<file path="src/design/ttm_regs.vh">
// Register map, field positions, reset values and timing counts for the throttle monitor.
// Assumes a 125 MHz clock and a 32-bit APB slave with word-aligned registers.
`ifndef TTM_REGS_VH
`define TTM_REGS_VH

// Register byte offsets.
`define TTM_OFF_INTERVAL   12'h000
`define TTM_OFF_CURRENT    12'h004
`define TTM_OFF_AVERAGE    12'h008
`define TTM_OFF_LIMIT      12'h00C
`define TTM_OFF_STATUS     12'h010
`define TTM_OFF_CONTROL    12'h014
`define TTM_OFF_OVERRIDE   12'h018
`define TTM_OFF_SLEEP      12'h01C

// Status field positions.
`define TTM_ST_FULL        0
`define TTM_ST_P75         1
`define TTM_ST_P50         2
`define TTM_ST_P25         3
`define TTM_ST_P12         4
`define TTM_ST_P0          5
`define TTM_ST_ANY         6
`define TTM_ST_USER        7

// Control field positions.
`define TTM_CTL_OT_EN      0

// Sleep state encodings.
`define TTM_SLP_S0         2'h0
`define TTM_SLP_S3         2'h1
`define TTM_SLP_S45        2'h2

// Coarse thresholds on the 8-bit measurement.
`define TTM_TH_75          8'hC1
`define TTM_TH_50          8'h81
`define TTM_TH_25          8'h41
`define TTM_TH_12          8'h21

// Reset values.
`define TTM_RST_INTERVAL   32'h0001E848
`define TTM_RST_LIMIT      8'hFF
`define TTM_RST_CONTROL    1'b1

// Over-temperature response limit, in nanoseconds, and derived cycle count.
`define TTM_CLK_NS         8
`define TTM_OT_RESP_NS     10000
`define TTM_OT_RESP_CYC    (`TTM_OT_RESP_NS / `TTM_CLK_NS)

`endif

</file>
<file path="src/design/ttm_monitor.v">
// Thermal throttle monitor: duty measurement, averaging, status flags and throttle drive.
// Assumes inputs synchronous-capable APB master and an open-drain throttle line pulled up.
//
// Contract
// - Measure asserted share per interval, 8 bits
// - Load measurement into current at interval end
// - Average becomes (old average + previous current)/2
// - Host write of current restarts capture
// - Zero only if never asserted; else nonzero
// - Full flag when asserted whole interval
// - 75 flag: value>=193 and not full
// - 50 flag: 129 <= value < 193
// - 25 flag: 65 <= value < 129
// - 12.5 flag: 33 <= value < 65
// - Low flag below 33 (code sets it only for values 1 to 32); any flag nonzero
// - User flag when value exceeds limit
// - Sleep: stop, current zero, average held
// - After sleep first result loads both
// - Drive line low on regulator overtemp
// - Suppress overtemp drive in sleep or disabled
// - Override register drives PWM onto line
//
// Local design decisions: the register offsets and the APB interface to the registers.
`timescale 1ns/1ps
`default_nettype none
`include "ttm_regs.vh"

module ttm_monitor #(
  parameter CW = 32
) (
  // Clock and reset.
  input  wire        MCLK_I,
  input  wire        RST_N_I,
  // APB slave.
  input  wire        PSEL_I,
  input  wire        PENABLE_I,
  input  wire        PWRITE_I,
  input  wire [11:0] PADDR_I,
  input  wire [31:0] PWDATA_I,
  output reg  [31:0] PRDATA_O,
  output wire        PREADY_O,
  output wire        PSLVERR_O,
  // Throttle line (open drain, active low) and regulator overtemp (active low).
  input  wire        THERMAL_THROTTLE_LINE_N_I,
  output wire        THERMAL_THROTTLE_LINE_O,
  output wire        THERMAL_THROTTLE_LINE_OE_N_O,
  input  wire        REGULATOR_OVERTEMP_INPUT_N_I
);

  // Registers.
  reg [CW-1:0] interval_q;
  reg [7:0]    current_q;
  reg [7:0]    average_q;
  reg [7:0]    limit_q;
  reg [7:0]    status_q;
  reg          ot_en_q;
  reg [15:0]   override_q;
  reg [1:0]    sleep_q;
  // Measurement state.
  reg [CW-1:0] tick_q;
  reg [CW-1:0] hits_q;
  reg          never_rel_q;
  reg          first_q;
  reg [7:0]    pwm_cnt_q;
  // Synchronisers.
  reg          thr_s1_q;
  reg          thr_s2_q;
  reg          ot_s1_q;
  reg          ot_s2_q;

  wire       wr_en   = PSEL_I & PENABLE_I & PWRITE_I;
  wire       asleep  = (sleep_q != `TTM_SLP_S0);
  wire       thr_act = ~thr_s2_q;
  wire       iv_end  = ~asleep & (tick_q >= interval_q - {{(CW-1){1'b0}}, 1'b1});
  wire       wr_cur  = wr_en & (PADDR_I == `TTM_OFF_CURRENT);
  wire       full_now = never_rel_q & thr_act;
  wire [CW-1:0] hits_fin = hits_q + {{(CW-1){1'b0}}, thr_act};
  // Nine-bit sum so the carry survives the halving.
  wire [8:0] avg_sum = {1'b0, average_q} + {1'b0, current_q};
  wire [7:0] duty;
  reg  [7:0] flags;

  // Zero-wait APB: every access completes in its first access cycle.
  assign PREADY_O  = 1'b1;
  assign PSLVERR_O = 1'b0;

  ttm_duty_scale #(.CW(CW)) u_scale (
    .hits_i (hits_fin),
    .span_i (interval_q),
    .duty_o (duty)
  );

  // Two-flop synchronisers; only the second stage is looked at.
  always @(posedge MCLK_I or negedge RST_N_I) begin
    if (!RST_N_I) begin
      thr_s1_q <= 1'b1;
      thr_s2_q <= 1'b1;
      ot_s1_q  <= 1'b1;
      ot_s2_q  <= 1'b1;
    end else begin
      thr_s1_q <= THERMAL_THROTTLE_LINE_N_I;
      thr_s2_q <= thr_s1_q;
      ot_s1_q  <= REGULATOR_OVERTEMP_INPUT_N_I;
      ot_s2_q  <= ot_s1_q;
    end
  end

  // Status decode from a finished measurement.
  always @* begin
    flags = 8'h00;
    flags[`TTM_ST_FULL] = full_now;
    flags[`TTM_ST_P75]  = (duty >= `TTM_TH_75) & ~full_now;
    flags[`TTM_ST_P50]  = (duty >= `TTM_TH_50) & (duty < `TTM_TH_75);
    flags[`TTM_ST_P25]  = (duty >= `TTM_TH_25) & (duty < `TTM_TH_50);
    flags[`TTM_ST_P12]  = (duty >= `TTM_TH_12) & (duty < `TTM_TH_25);
    flags[`TTM_ST_P0]   = (duty != 8'h00) & (duty < `TTM_TH_12);
    flags[`TTM_ST_ANY]  = (duty != 8'h00);
    flags[`TTM_ST_USER] = (duty > limit_q);
  end

  // Software-written configuration.
  always @(posedge MCLK_I or negedge RST_N_I) begin
    if (!RST_N_I) begin
      interval_q <= `TTM_RST_INTERVAL;
      limit_q    <= `TTM_RST_LIMIT;
      ot_en_q    <= `TTM_RST_CONTROL;
      override_q <= 16'h0000;
      sleep_q    <= `TTM_SLP_S0;
    end else if (wr_en) begin
      case (PADDR_I)
        `TTM_OFF_INTERVAL: begin
          // A zero interval would never end; clamp to one cycle.
          if (PWDATA_I[CW-1:0] == {CW{1'b0}})
            interval_q <= {{(CW-1){1'b0}}, 1'b1};
          else
            interval_q <= PWDATA_I[CW-1:0];
        end
        `TTM_OFF_LIMIT:    limit_q    <= PWDATA_I[7:0];
        `TTM_OFF_CONTROL:  ot_en_q    <= PWDATA_I[`TTM_CTL_OT_EN];
        `TTM_OFF_OVERRIDE: override_q <= PWDATA_I[15:0];
        `TTM_OFF_SLEEP:    sleep_q    <= PWDATA_I[1:0];
        default: ;
      endcase
    end
  end

  // Interval counting, capture, averaging and sleep handling.
  always @(posedge MCLK_I or negedge RST_N_I) begin
    if (!RST_N_I) begin
      tick_q      <= {CW{1'b0}};
      hits_q      <= {CW{1'b0}};
      never_rel_q <= 1'b1;
      first_q     <= 1'b0;
      current_q   <= 8'h00;
      average_q   <= 8'h00;
      status_q    <= 8'h00;
    end else if (asleep) begin
      // Monitoring halts; the average is left alone for resume.
      tick_q      <= {CW{1'b0}};
      hits_q      <= {CW{1'b0}};
      never_rel_q <= 1'b1;
      first_q     <= 1'b1;
      current_q   <= 8'h00;
    end else if (wr_cur) begin
      // Host write abandons the running interval and stores the value.
      current_q   <= PWDATA_I[7:0];
      tick_q      <= {CW{1'b0}};
      hits_q      <= {CW{1'b0}};
      never_rel_q <= 1'b1;
    end else if (iv_end) begin
      current_q   <= duty;
      status_q    <= flags;
      first_q     <= 1'b0;
      if (first_q)
        average_q <= duty;
      else
        average_q <= avg_sum[8:1];
      tick_q      <= {CW{1'b0}};
      hits_q      <= {CW{1'b0}};
      never_rel_q <= 1'b1;
    end else begin
      tick_q      <= tick_q + {{(CW-1){1'b0}}, 1'b1};
      hits_q      <= hits_fin;
      never_rel_q <= full_now;
    end
  end

  // Override PWM: low byte is the low-time share out of a 256-cycle frame.
  always @(posedge MCLK_I or negedge RST_N_I) begin
    if (!RST_N_I)
      pwm_cnt_q <= 8'h00;
    else
      pwm_cnt_q <= pwm_cnt_q + 8'h01;
  end

  // Drive low on overtemp (two-cycle latency, far inside the response limit) or PWM.
  wire ot_drive  = ~ot_s2_q & ot_en_q & ~asleep;
  wire pwm_drive = override_q[8] & (pwm_cnt_q < override_q[7:0]);
  assign THERMAL_THROTTLE_LINE_O      = 1'b0;
  assign THERMAL_THROTTLE_LINE_OE_N_O = ~(ot_drive | pwm_drive);

  // Read data is registered so it is stable in the access phase.
  always @(posedge MCLK_I or negedge RST_N_I) begin
    if (!RST_N_I)
      PRDATA_O <= 32'h00000000;
    else if (PSEL_I & ~PENABLE_I & ~PWRITE_I) begin
      case (PADDR_I)
        `TTM_OFF_INTERVAL: PRDATA_O <= interval_q;
        `TTM_OFF_CURRENT:  PRDATA_O <= {24'h000000, current_q};
        `TTM_OFF_AVERAGE:  PRDATA_O <= {24'h000000, average_q};
        `TTM_OFF_LIMIT:    PRDATA_O <= {24'h000000, limit_q};
        `TTM_OFF_STATUS:   PRDATA_O <= {24'h000000, status_q};
        `TTM_OFF_CONTROL:  PRDATA_O <= {31'h00000000, ot_en_q};
        `TTM_OFF_OVERRIDE: PRDATA_O <= {16'h0000, override_q};
        `TTM_OFF_SLEEP:    PRDATA_O <= {30'h00000000, sleep_q};
        default:           PRDATA_O <= 32'h00000000;
      endcase
    end
  end

endmodule // ttm_monitor

`default_nettype wire

</file>
<file path="src/design/ttm_duty_scale.v">
// Scales an asserted-cycle count against an interval length to an 8-bit duty value.
// Assumes the interval is at least one cycle; combinational, used once per interval end.
`timescale 1ns/1ps
`default_nettype none

module ttm_duty_scale #(
  parameter CW = 32
) (
  // Count and interval.
  input  wire [CW-1:0] hits_i,
  input  wire [CW-1:0] span_i,
  // Scaled result.
  output reg  [7:0]    duty_o
);

  reg [CW+7:0] num;
  reg [CW+7:0] quo;

  // Ceiling of hits*256/span so any nonzero count gives at least one; capped at 255.
  always @* begin
    num = {hits_i, 8'h00};
    quo = (num + {8'h00, span_i} - {{(CW+7){1'b0}}, 1'b1}) / {8'h00, span_i};
    if (hits_i == {CW{1'b0}})
      duty_o = 8'h00;
    else if (quo > {{CW{1'b0}}, 8'hFF})
      duty_o = 8'hFF;
    else
      duty_o = quo[7:0];
  end

endmodule // ttm_duty_scale

`default_nettype wire

</file>
<file path="config.mk">
export PLATFORM = sky130hd
export DESIGN_NAME = ttm_monitor
export DESIGN_NICKNAME = d
export VERILOG_FILES = /design/src/design/ttm_monitor.v /design/src/design/ttm_duty_scale.v
export VERILOG_INCLUDE_DIRS = /design/src /design/src/design
export SDC_FILE = /design/constraint.sdc
export NUM_CORES = 2
export LEC_CHECK = 0
export ABC_CLOCK_PERIOD_IN_PS = 130699
export BUFFER_PORTS_ARGS = -buffer_cell sky130_fd_sc_hd__buf_2
export CAP_MARGIN = 20
export CORE_UTILIZATION = 42
export CTS_BUF_LIST = sky130_fd_sc_hd__clkbuf_8
export CTS_CLUSTER_SIZE = 12
export DETAILED_ROUTE_END_ITERATION = 8
export PLACE_DENSITY_LB_ADDON = 0.25
export RECOVER_POWER = 25
export SYNTH_ARGS = -nofsm -noshare
export SYNTH_HDL_FRONTEND = slang
export SYNTH_HIERARCHICAL = 1
export SYNTH_SLANG_ARGS = --single-unit
</file>
<file path="constraint.sdc">
create_clock -name MCLK_I -period 130.7 [get_ports MCLK_I]
set_clock_uncertainty 0.15 [all_clocks]
set_input_delay 39.21 -clock MCLK_I [delete_from_list [all_inputs] [get_ports MCLK_I]]
set_output_delay 39.21 -clock MCLK_I [all_outputs]
set_load 0.005 [all_outputs]
</file>
## Yosys cells after proc, flatten, opt, wreduce, memory -nomap -nowiden

Cells that the tools add are included.

| word-level totals | value |
|---|---|
| flip-flop bits (word level) | 193 |
| bits in latches | 0 |
| RAM bits | 0 |
| bits in read-only memories | 0 |
| logic and storage cells | 104 |
| memories | 0 |

| cells by class | value |
|---|---|
| add/subtract/negate cells | 7 |
| multiply operators | 0 |
| div/mod/pow operators | 1 |
| magnitude comparators | 12 |
| equality and inequality tests | 8 |
| shift operators | 0 |
| mux-type cells | 20 |
| bitwise operators | 24 |
| reduce and logical (&&, ||, !) cells | 14 |

Operator list:

| kind | number |
|---|---|
| $pmux 32 s8 | 1 |
| $mux 32 | 7 |
| $logic_not 32->1 | 2 |
| $eq 12x5->1 const B | 4 |
| $mux 8 | 6 |
| $add 40x32->40 | 1 |
| $div 40x32->40 | 1 |
| $gt 40x8->1 const B | 1 |
| $sub 40x1->40 const B | 1 |
| $add 32x1->32 | 1 |
| $add 32x1->32 const B | 1 |
| $ge 32x32->1 | 1 |
| $sub 32x1->32 const B | 1 |
| $eq 12x4->1 const B | 2 |
| $ge 8x8->1 const B | 2 |
| $lt 8x8->1 const B | 2 |
| $and 1x1->1 | 15 |
| $eq 12x3->1 const B | 1 |
| $logic_not 12->1 | 1 |
| $reduce_and 2->1 | 6 |
| $add 8x8->9 | 1 |
| $add 8x1->8 const B | 1 |
| $ge 8x6->1 const B | 1 |
| $ge 8x7->1 const B | 1 |
| 12 further kinds | 25 |

## Depth between registers and ports, before layout

| logic depth | value |
|---|---|
| depth in word-level cells | 11 |
| mapped depth | 570 |

## Cells and area by module

The synthesis kept the hierarchy.

Modules (own cells, without submodules):

| module | instances | cells each | area each (um^2) | seq. area each (um^2) |
|---|---|---|---|---|
| ttm_duty_scale | 1 | 6731 | 45997.9 | 0.0 |
| ttm_monitor | 1 | 1017 | 10672.7 | 4855.9 |

## Worst setup path after synthesis

OpenSTA, ideal clock, no wires.

| path | value |
|---|---|
| path kind | register -> register |
| from | reg thr_s2_q |
| to | reg status_q[5] |
| library setup time | 0.125 ns |
| data arrival time | 110.171 ns |
| data required time | 130.425 ns |
| setup slack | 20.254 ns |
| stages on the path, launching flop included | 528 |
| buffers on the path | 72 |
| clock period less this slack | 110.446 ns |
| cell sequence | dfstp_2 -> inv_1 -> ha_1 -> ha_1 -> nand4_1 -> nor4_1 -> nand3_1 -> nor2_1 -> xor2_1 -> inv_1 -> ha_1 -> inv_1 -> ha_1 -> clkbuf_1 -> a21oi_1 -> a32o_1 -> a211oi_1 -> o211ai_1 -> [... 492 more ...] -> a21oi_1 -> o21ai_0 -> a21o_1 -> a211oi_1 -> nor2_1 -> o21ai_0 -> a21oi_1 -> o21ai_0 -> a21oi_1 -> o21ai_0 -> and3b_1 -> o221a_2 -> nor3b_1 -> a311oi_1 -> or4_1 -> nor3_1 -> and3b_1 -> mux2_2 |

| on the way | value |
|---|---|
| cells in the longest elaborated chain, start to end | 10 |

Ends and longest elaborated chain:

| what | line | source |
|---|---|---|
| start, declared | ttm_monitor.v:67 | `reg thr_s2_q;` |
| start signal, assigned | ttm_monitor.v:102 | `thr_s2_q <= thr_s1_q;` |
| $not 1->1 (*) | ttm_monitor.v:73 | `wire thr_act = ~thr_s2_q;` |
| $add 32x1->32 (*) | ttm_monitor.v:77 | `wire [CW-1:0] hits_fin = hits_q + {{(CW-1){1'b0}}, thr_act};` |
| via hits_fin[18] | ttm_monitor.v:77 |  |
| $add 40x32->40 | ttm_duty_scale.v:22 | `quo = (num + {8'h00, span_i} - {{(CW+7){1'b0}}, 1'b1}) / {8'h00, span_i};` |
| $sub 40x1->40 | ttm_duty_scale.v:22 |  |
| $div 40x32->40 | ttm_duty_scale.v:22 |  |
| $gt 40x8->1 | ttm_duty_scale.v:25 | `else if (quo > {{CW{1'b0}}, 8'hFF})` |
| $mux 8 | ttm_duty_scale.v:25 |  |
| $mux 8 (*) | ttm_duty_scale.v:23 | `if (hits_i == {CW{1'b0}})` |
| via duty[0] | ttm_monitor.v:80 | `wire [7:0] duty;` |
| $lt 8x6->1 (no source line) / $reduce_bool 8->1 (equally long branches) | -- |  |
| $and 1x1->1 (*) | ttm_monitor.v:116 | `` flags[`TTM_ST_P0] = (duty != 8'h00) & (duty < `TTM_TH_12); `` |
| end signal, assigned | ttm_monitor.v:172 | `status_q <= flags;` |
| end, declared | ttm_monitor.v:55 | `reg [7:0] status_q;` |

Mark *: on every way through the listed nets, which the timed path passes. The rest lies on a longest branch.
A chain may end at the register's enable or synchronous reset.

## Worst setup path after layout

| path | value |
|---|---|
| from | reg thr_s2_q |
| to | reg status_q[3] |

| on the way | value |
|---|---|
| cells in the longest elaborated chain, start to end | 10 |

Ends and longest elaborated chain:

| what | line | source |
|---|---|---|
| $not 1->1 (*) | ttm_monitor.v:73 |  |
| $add 32x1->32 (*) | ttm_monitor.v:77 |  |
| via hits_fin[20] | ttm_monitor.v:77 |  |
| $add 40x32->40 | ttm_duty_scale.v:22 |  |
| $sub 40x1->40 | ttm_duty_scale.v:22 |  |
| $div 40x32->40 | ttm_duty_scale.v:22 |  |
| $gt 40x8->1 | ttm_duty_scale.v:25 |  |
| $mux 8 | ttm_duty_scale.v:25 |  |
| $mux 8 (*) | ttm_duty_scale.v:23 |  |
| via duty[0] | ttm_monitor.v:80 |  |
| $ge 8x7->1 (no source line) / $lt 8x8->1 (equally long branches) | -- |  |
| $and 1x1->1 (*) | ttm_monitor.v:114 | `` flags[`TTM_ST_P25] = (duty >= `TTM_TH_25) & (duty < `TTM_TH_50); `` |

Marked as above.

==> flow_summary.json <==
{
  "status": "complete, but fails checks",
  "violations": "max-capacitance violations, max-slew violations",
  "end_kind": "flop",
  "dp_hpwl_um": 172000,
  "required_ns": 131.00,
  "cts.sink_count": 193,
  "startpoint_type": "flop",
  "drt_iter0_markers": 5822,
  "slew_viol_final": 198,
  "ys_types": 115,
  "cp_num_buf_inv": 31,
  "rows": 134,
  "dieArea_mm2": 0.136,
  "synth-main-ff-cell": "dfrtp_1",
  "worst_slack_ns": 8.31,
  "die_w_um": 369,
  "synth-edff-count": 0,
  "grt_use_total_pct": 30.5,
  "cpPeakStageDelay_ns": 0.84,
  "die_h_um": 369,
  "gr-total-overflow": 0,
  "routed_wl_um": 216000,
  "grt_pass1_wl_um": 328000,
  "dpl_cell_area_mm2": 0.0595,
  "cts.path.max_buffers": 2,
  "grt_pass1_vias": 56331,
  "max_freq_mhz": 8.17,
  "yosys_warnings": 6,
  "max_slew_margin_pct": -168,
  "vias": 60057,
  "avgRoutedWirePerCell_um": 22.6,
  "ys_seq_area_share_pct": 8.57,
  "post-place-ws_ns": 7.01,
  "routabilityCongestion": 1.02,
  "min_period_ns": 122.39,
  "io_buffers": 83,
  "drc": 0,
  "io_pins": 87,
  "reg2reg_slack_ns": 8.31,
  "fin_area_mm2": 0.0601,
  "insertion_delay_ns": 0.57,
  "avgSynthCellArea_um2": 7.31,
  "synthArstFlopShare_pct": 100,
  "hold_violations": 0,
  "nets": 8741,
  "coreArea_mm2": 0.134,
  "cpMostUsedCell": "a21oi_1",
  "r2r-start": "thr_s2_q",
  "multi_input_area_mm2": 0.0498,
  "finalSetupViolations": 0,
  "hp-class": "flop to flop",
  "cts_tree": "done",
  "fill_cells": 13522,
  "period_share_pct": 93.6,
  "crit_start": "thr_s2_q",
  "drt_first_pass_iters": 7,
  "cts_buffers": 17,
  "vias_per_cell": 6.29,
  "regArea_mm2": 0.00486,
  "synthesis.area_mm2": 0.0567,
  "antenna_found_initial": 3,
  "grt_max_degree": 74,
  "cp_data_arrival_time_ns": 122.69,
  "cts_root_buf": "clkbuf_8",
  "cp_max_fo": 45,
  "antenna_left": 0,
  "clk_pin_slew_ns": 0.12,
  "drive_above_1_share_pct": 9.56,
  "worst-setup-path-type": "flop to flop",
  "worst_pin_slew_ns": 4.01,
  "synth_seq_cells": 193,
  "synthCells": 7748,
  "hold_ws_ns": 0.199,
  "cap_violations": 3,
  "critPathTopFamily": "compound AO/OA/AOI/OAI gates",
  "crit_slowest_cell": "or4_2",
  "min_from": "thr_s1_q",
  "htree_num_levels": 4,
  "syn_to_final_growth_pct": 6.14,
  "start_util_pct": 42.4
}
-- kinds of logic after synthesis --
kind of cell	share of synthesized area (%)
XOR/XNOR	9.38
other	0.0133
flip-flops	8.57
buffers and inverters	4.01
AO/OA/AOI/OAI	26.3
adder cells (fa/ha/maj)	20.3
multiplexers	7.09
AND/OR/NAND/NOR	24.3
-- metrics by stage --
| step | util, % | std cells | setup TNS (ns) |
|---|---|---|---|
| after floorplan | - | 7749 | 0 |
| after global placement | 44.5 | 9509 | 0 |
| after detailed placement | 44.5 | 9511 | 0 |
| after CTS | 44.9 | 9543 | 0 |
| after global routing | 45.0 | 9553 | -0.0974 |
| final | 45.0 | 9555 | 0 |
-- cell usage after synthesis, types with 31 or more instances --
cell	count	area (um2)
o21bai_1	46	345
o31ai_1	73	548
nor2_1	782	2940
a31oi_1	82	513
nor4_1	66	413
xor2_1	246	2150
inv_1	371	1390
and4_1	31	272
o211ai_1	81	608
ha_1	917	11500
a21boi_0	40	300
and3_1	67	419
clkbuf_1	151	567
mux2_2	276	3110
nand2b_1	87	544
mux2i_1	72	721
or3_1	76	475
a21oi_1	583	2920
nand4_1	93	582
buf_1	31	116
nand3_1	203	1020
and2_1	99	619
a21o_1	241	1810
o21a_1	219	1640
o21ai_0	437	2190
a211oi_1	60	450
or2_2	67	419
nor3_1	261	1310
nand2_1	694	2610
xnor2_1	361	3160
nor2b_1	157	982
dfrtp_1	172	4300
-- cells in the final DEF, fill, tap and decap left out, types with 240 or more instances in the layout --
master | netlist | final
ha_1 | 917 | 917
nor2_1 | 782 | 781
nand2_1 | 694 | 694
a21oi_1 | 583 | 580
o21ai_0 | 437 | 435
xnor2_1 | 361 | 361
inv_1 | 371 | 354
mux2_2 | 276 | 276
nor3_1 | 261 | 257
xor2_1 | 246 | 246
a21o_1 | 241 | 240
-- layout make-up --
type,count,share of cell area [%]
Multi-Input combinational cell,6972,82.9
Sequential cell,193,8.07
Tap cell,1768,3.68
Timing Repair Buffer,215,2.33
Inverter,372,2.32
Clock buffer,17,0.389
Clock inverter,15,0.333
Antenna cell,3,0.0125
-- routing by layer --
metal | global-route usage (%) | part of all wire (%) | wire, um
met4 | 13.3 | 4.8 | 10300
met3 | 3.48 | 6.9 | 14900
met5 | 0 | 0.0092 | 20
met2 | 48.2 | 43 | 93600
met1 | 41.5 | 45 | 97500
-- final timing paths --
path                       cells after the start      endpoint
max                                          483   status_q[3]
min                                            0      thr_s2_q
max reg2reg                                  483   status_q[3]
min reg2reg                                    0      thr_s2_q
max in group asynchronous                      2    hits_q[25]
min in group asynchronous                      1  current_q[1]
-- worst register-to-register path: cells and delay by family, from the launching register on --
| kind | cells | cell delay (ns) |
|---|---|---|
| AOI/OAI and AO/OA | 277 | 68.81 |
| and+or+nand+nor | 114 | 25.53 |
| adders and majority gates | 44 | 14.12 |
| buffers and inverters | 31 | 7.04 |
| muxes | 14 | 5.39 |
| xor gates and xnor gates | 3 | 0.78 |
| DFF | 1 | 0.39 |
-- flip-flops by register name, indices dropped and copies added, names as in the netlist, 2 cells and up --
register    count
interval_q     32
pwm_cnt_q       8
tick_q         32
limit_q         8
average_q       8
override_q     16
status_q        8
hits_q         32
sleep_q         2
PRDATA_O       32
current_q       8
-- what timing repair did --
| item | in CTS | in global routing |
|---|---|---|
| endpoints found under the hold margin | 0 | 0 |
| hold buffers | 0 | 0 |
| setup endpoints to repair | 0 | 9 |
| gates resized for setup | 0 | 27 |
| buffers inserted | 0 | 4 |
Power is left out: the tool's default activity adds up to more than one toggle a clock period on the data nets, which glitch-free logic cannot reach.
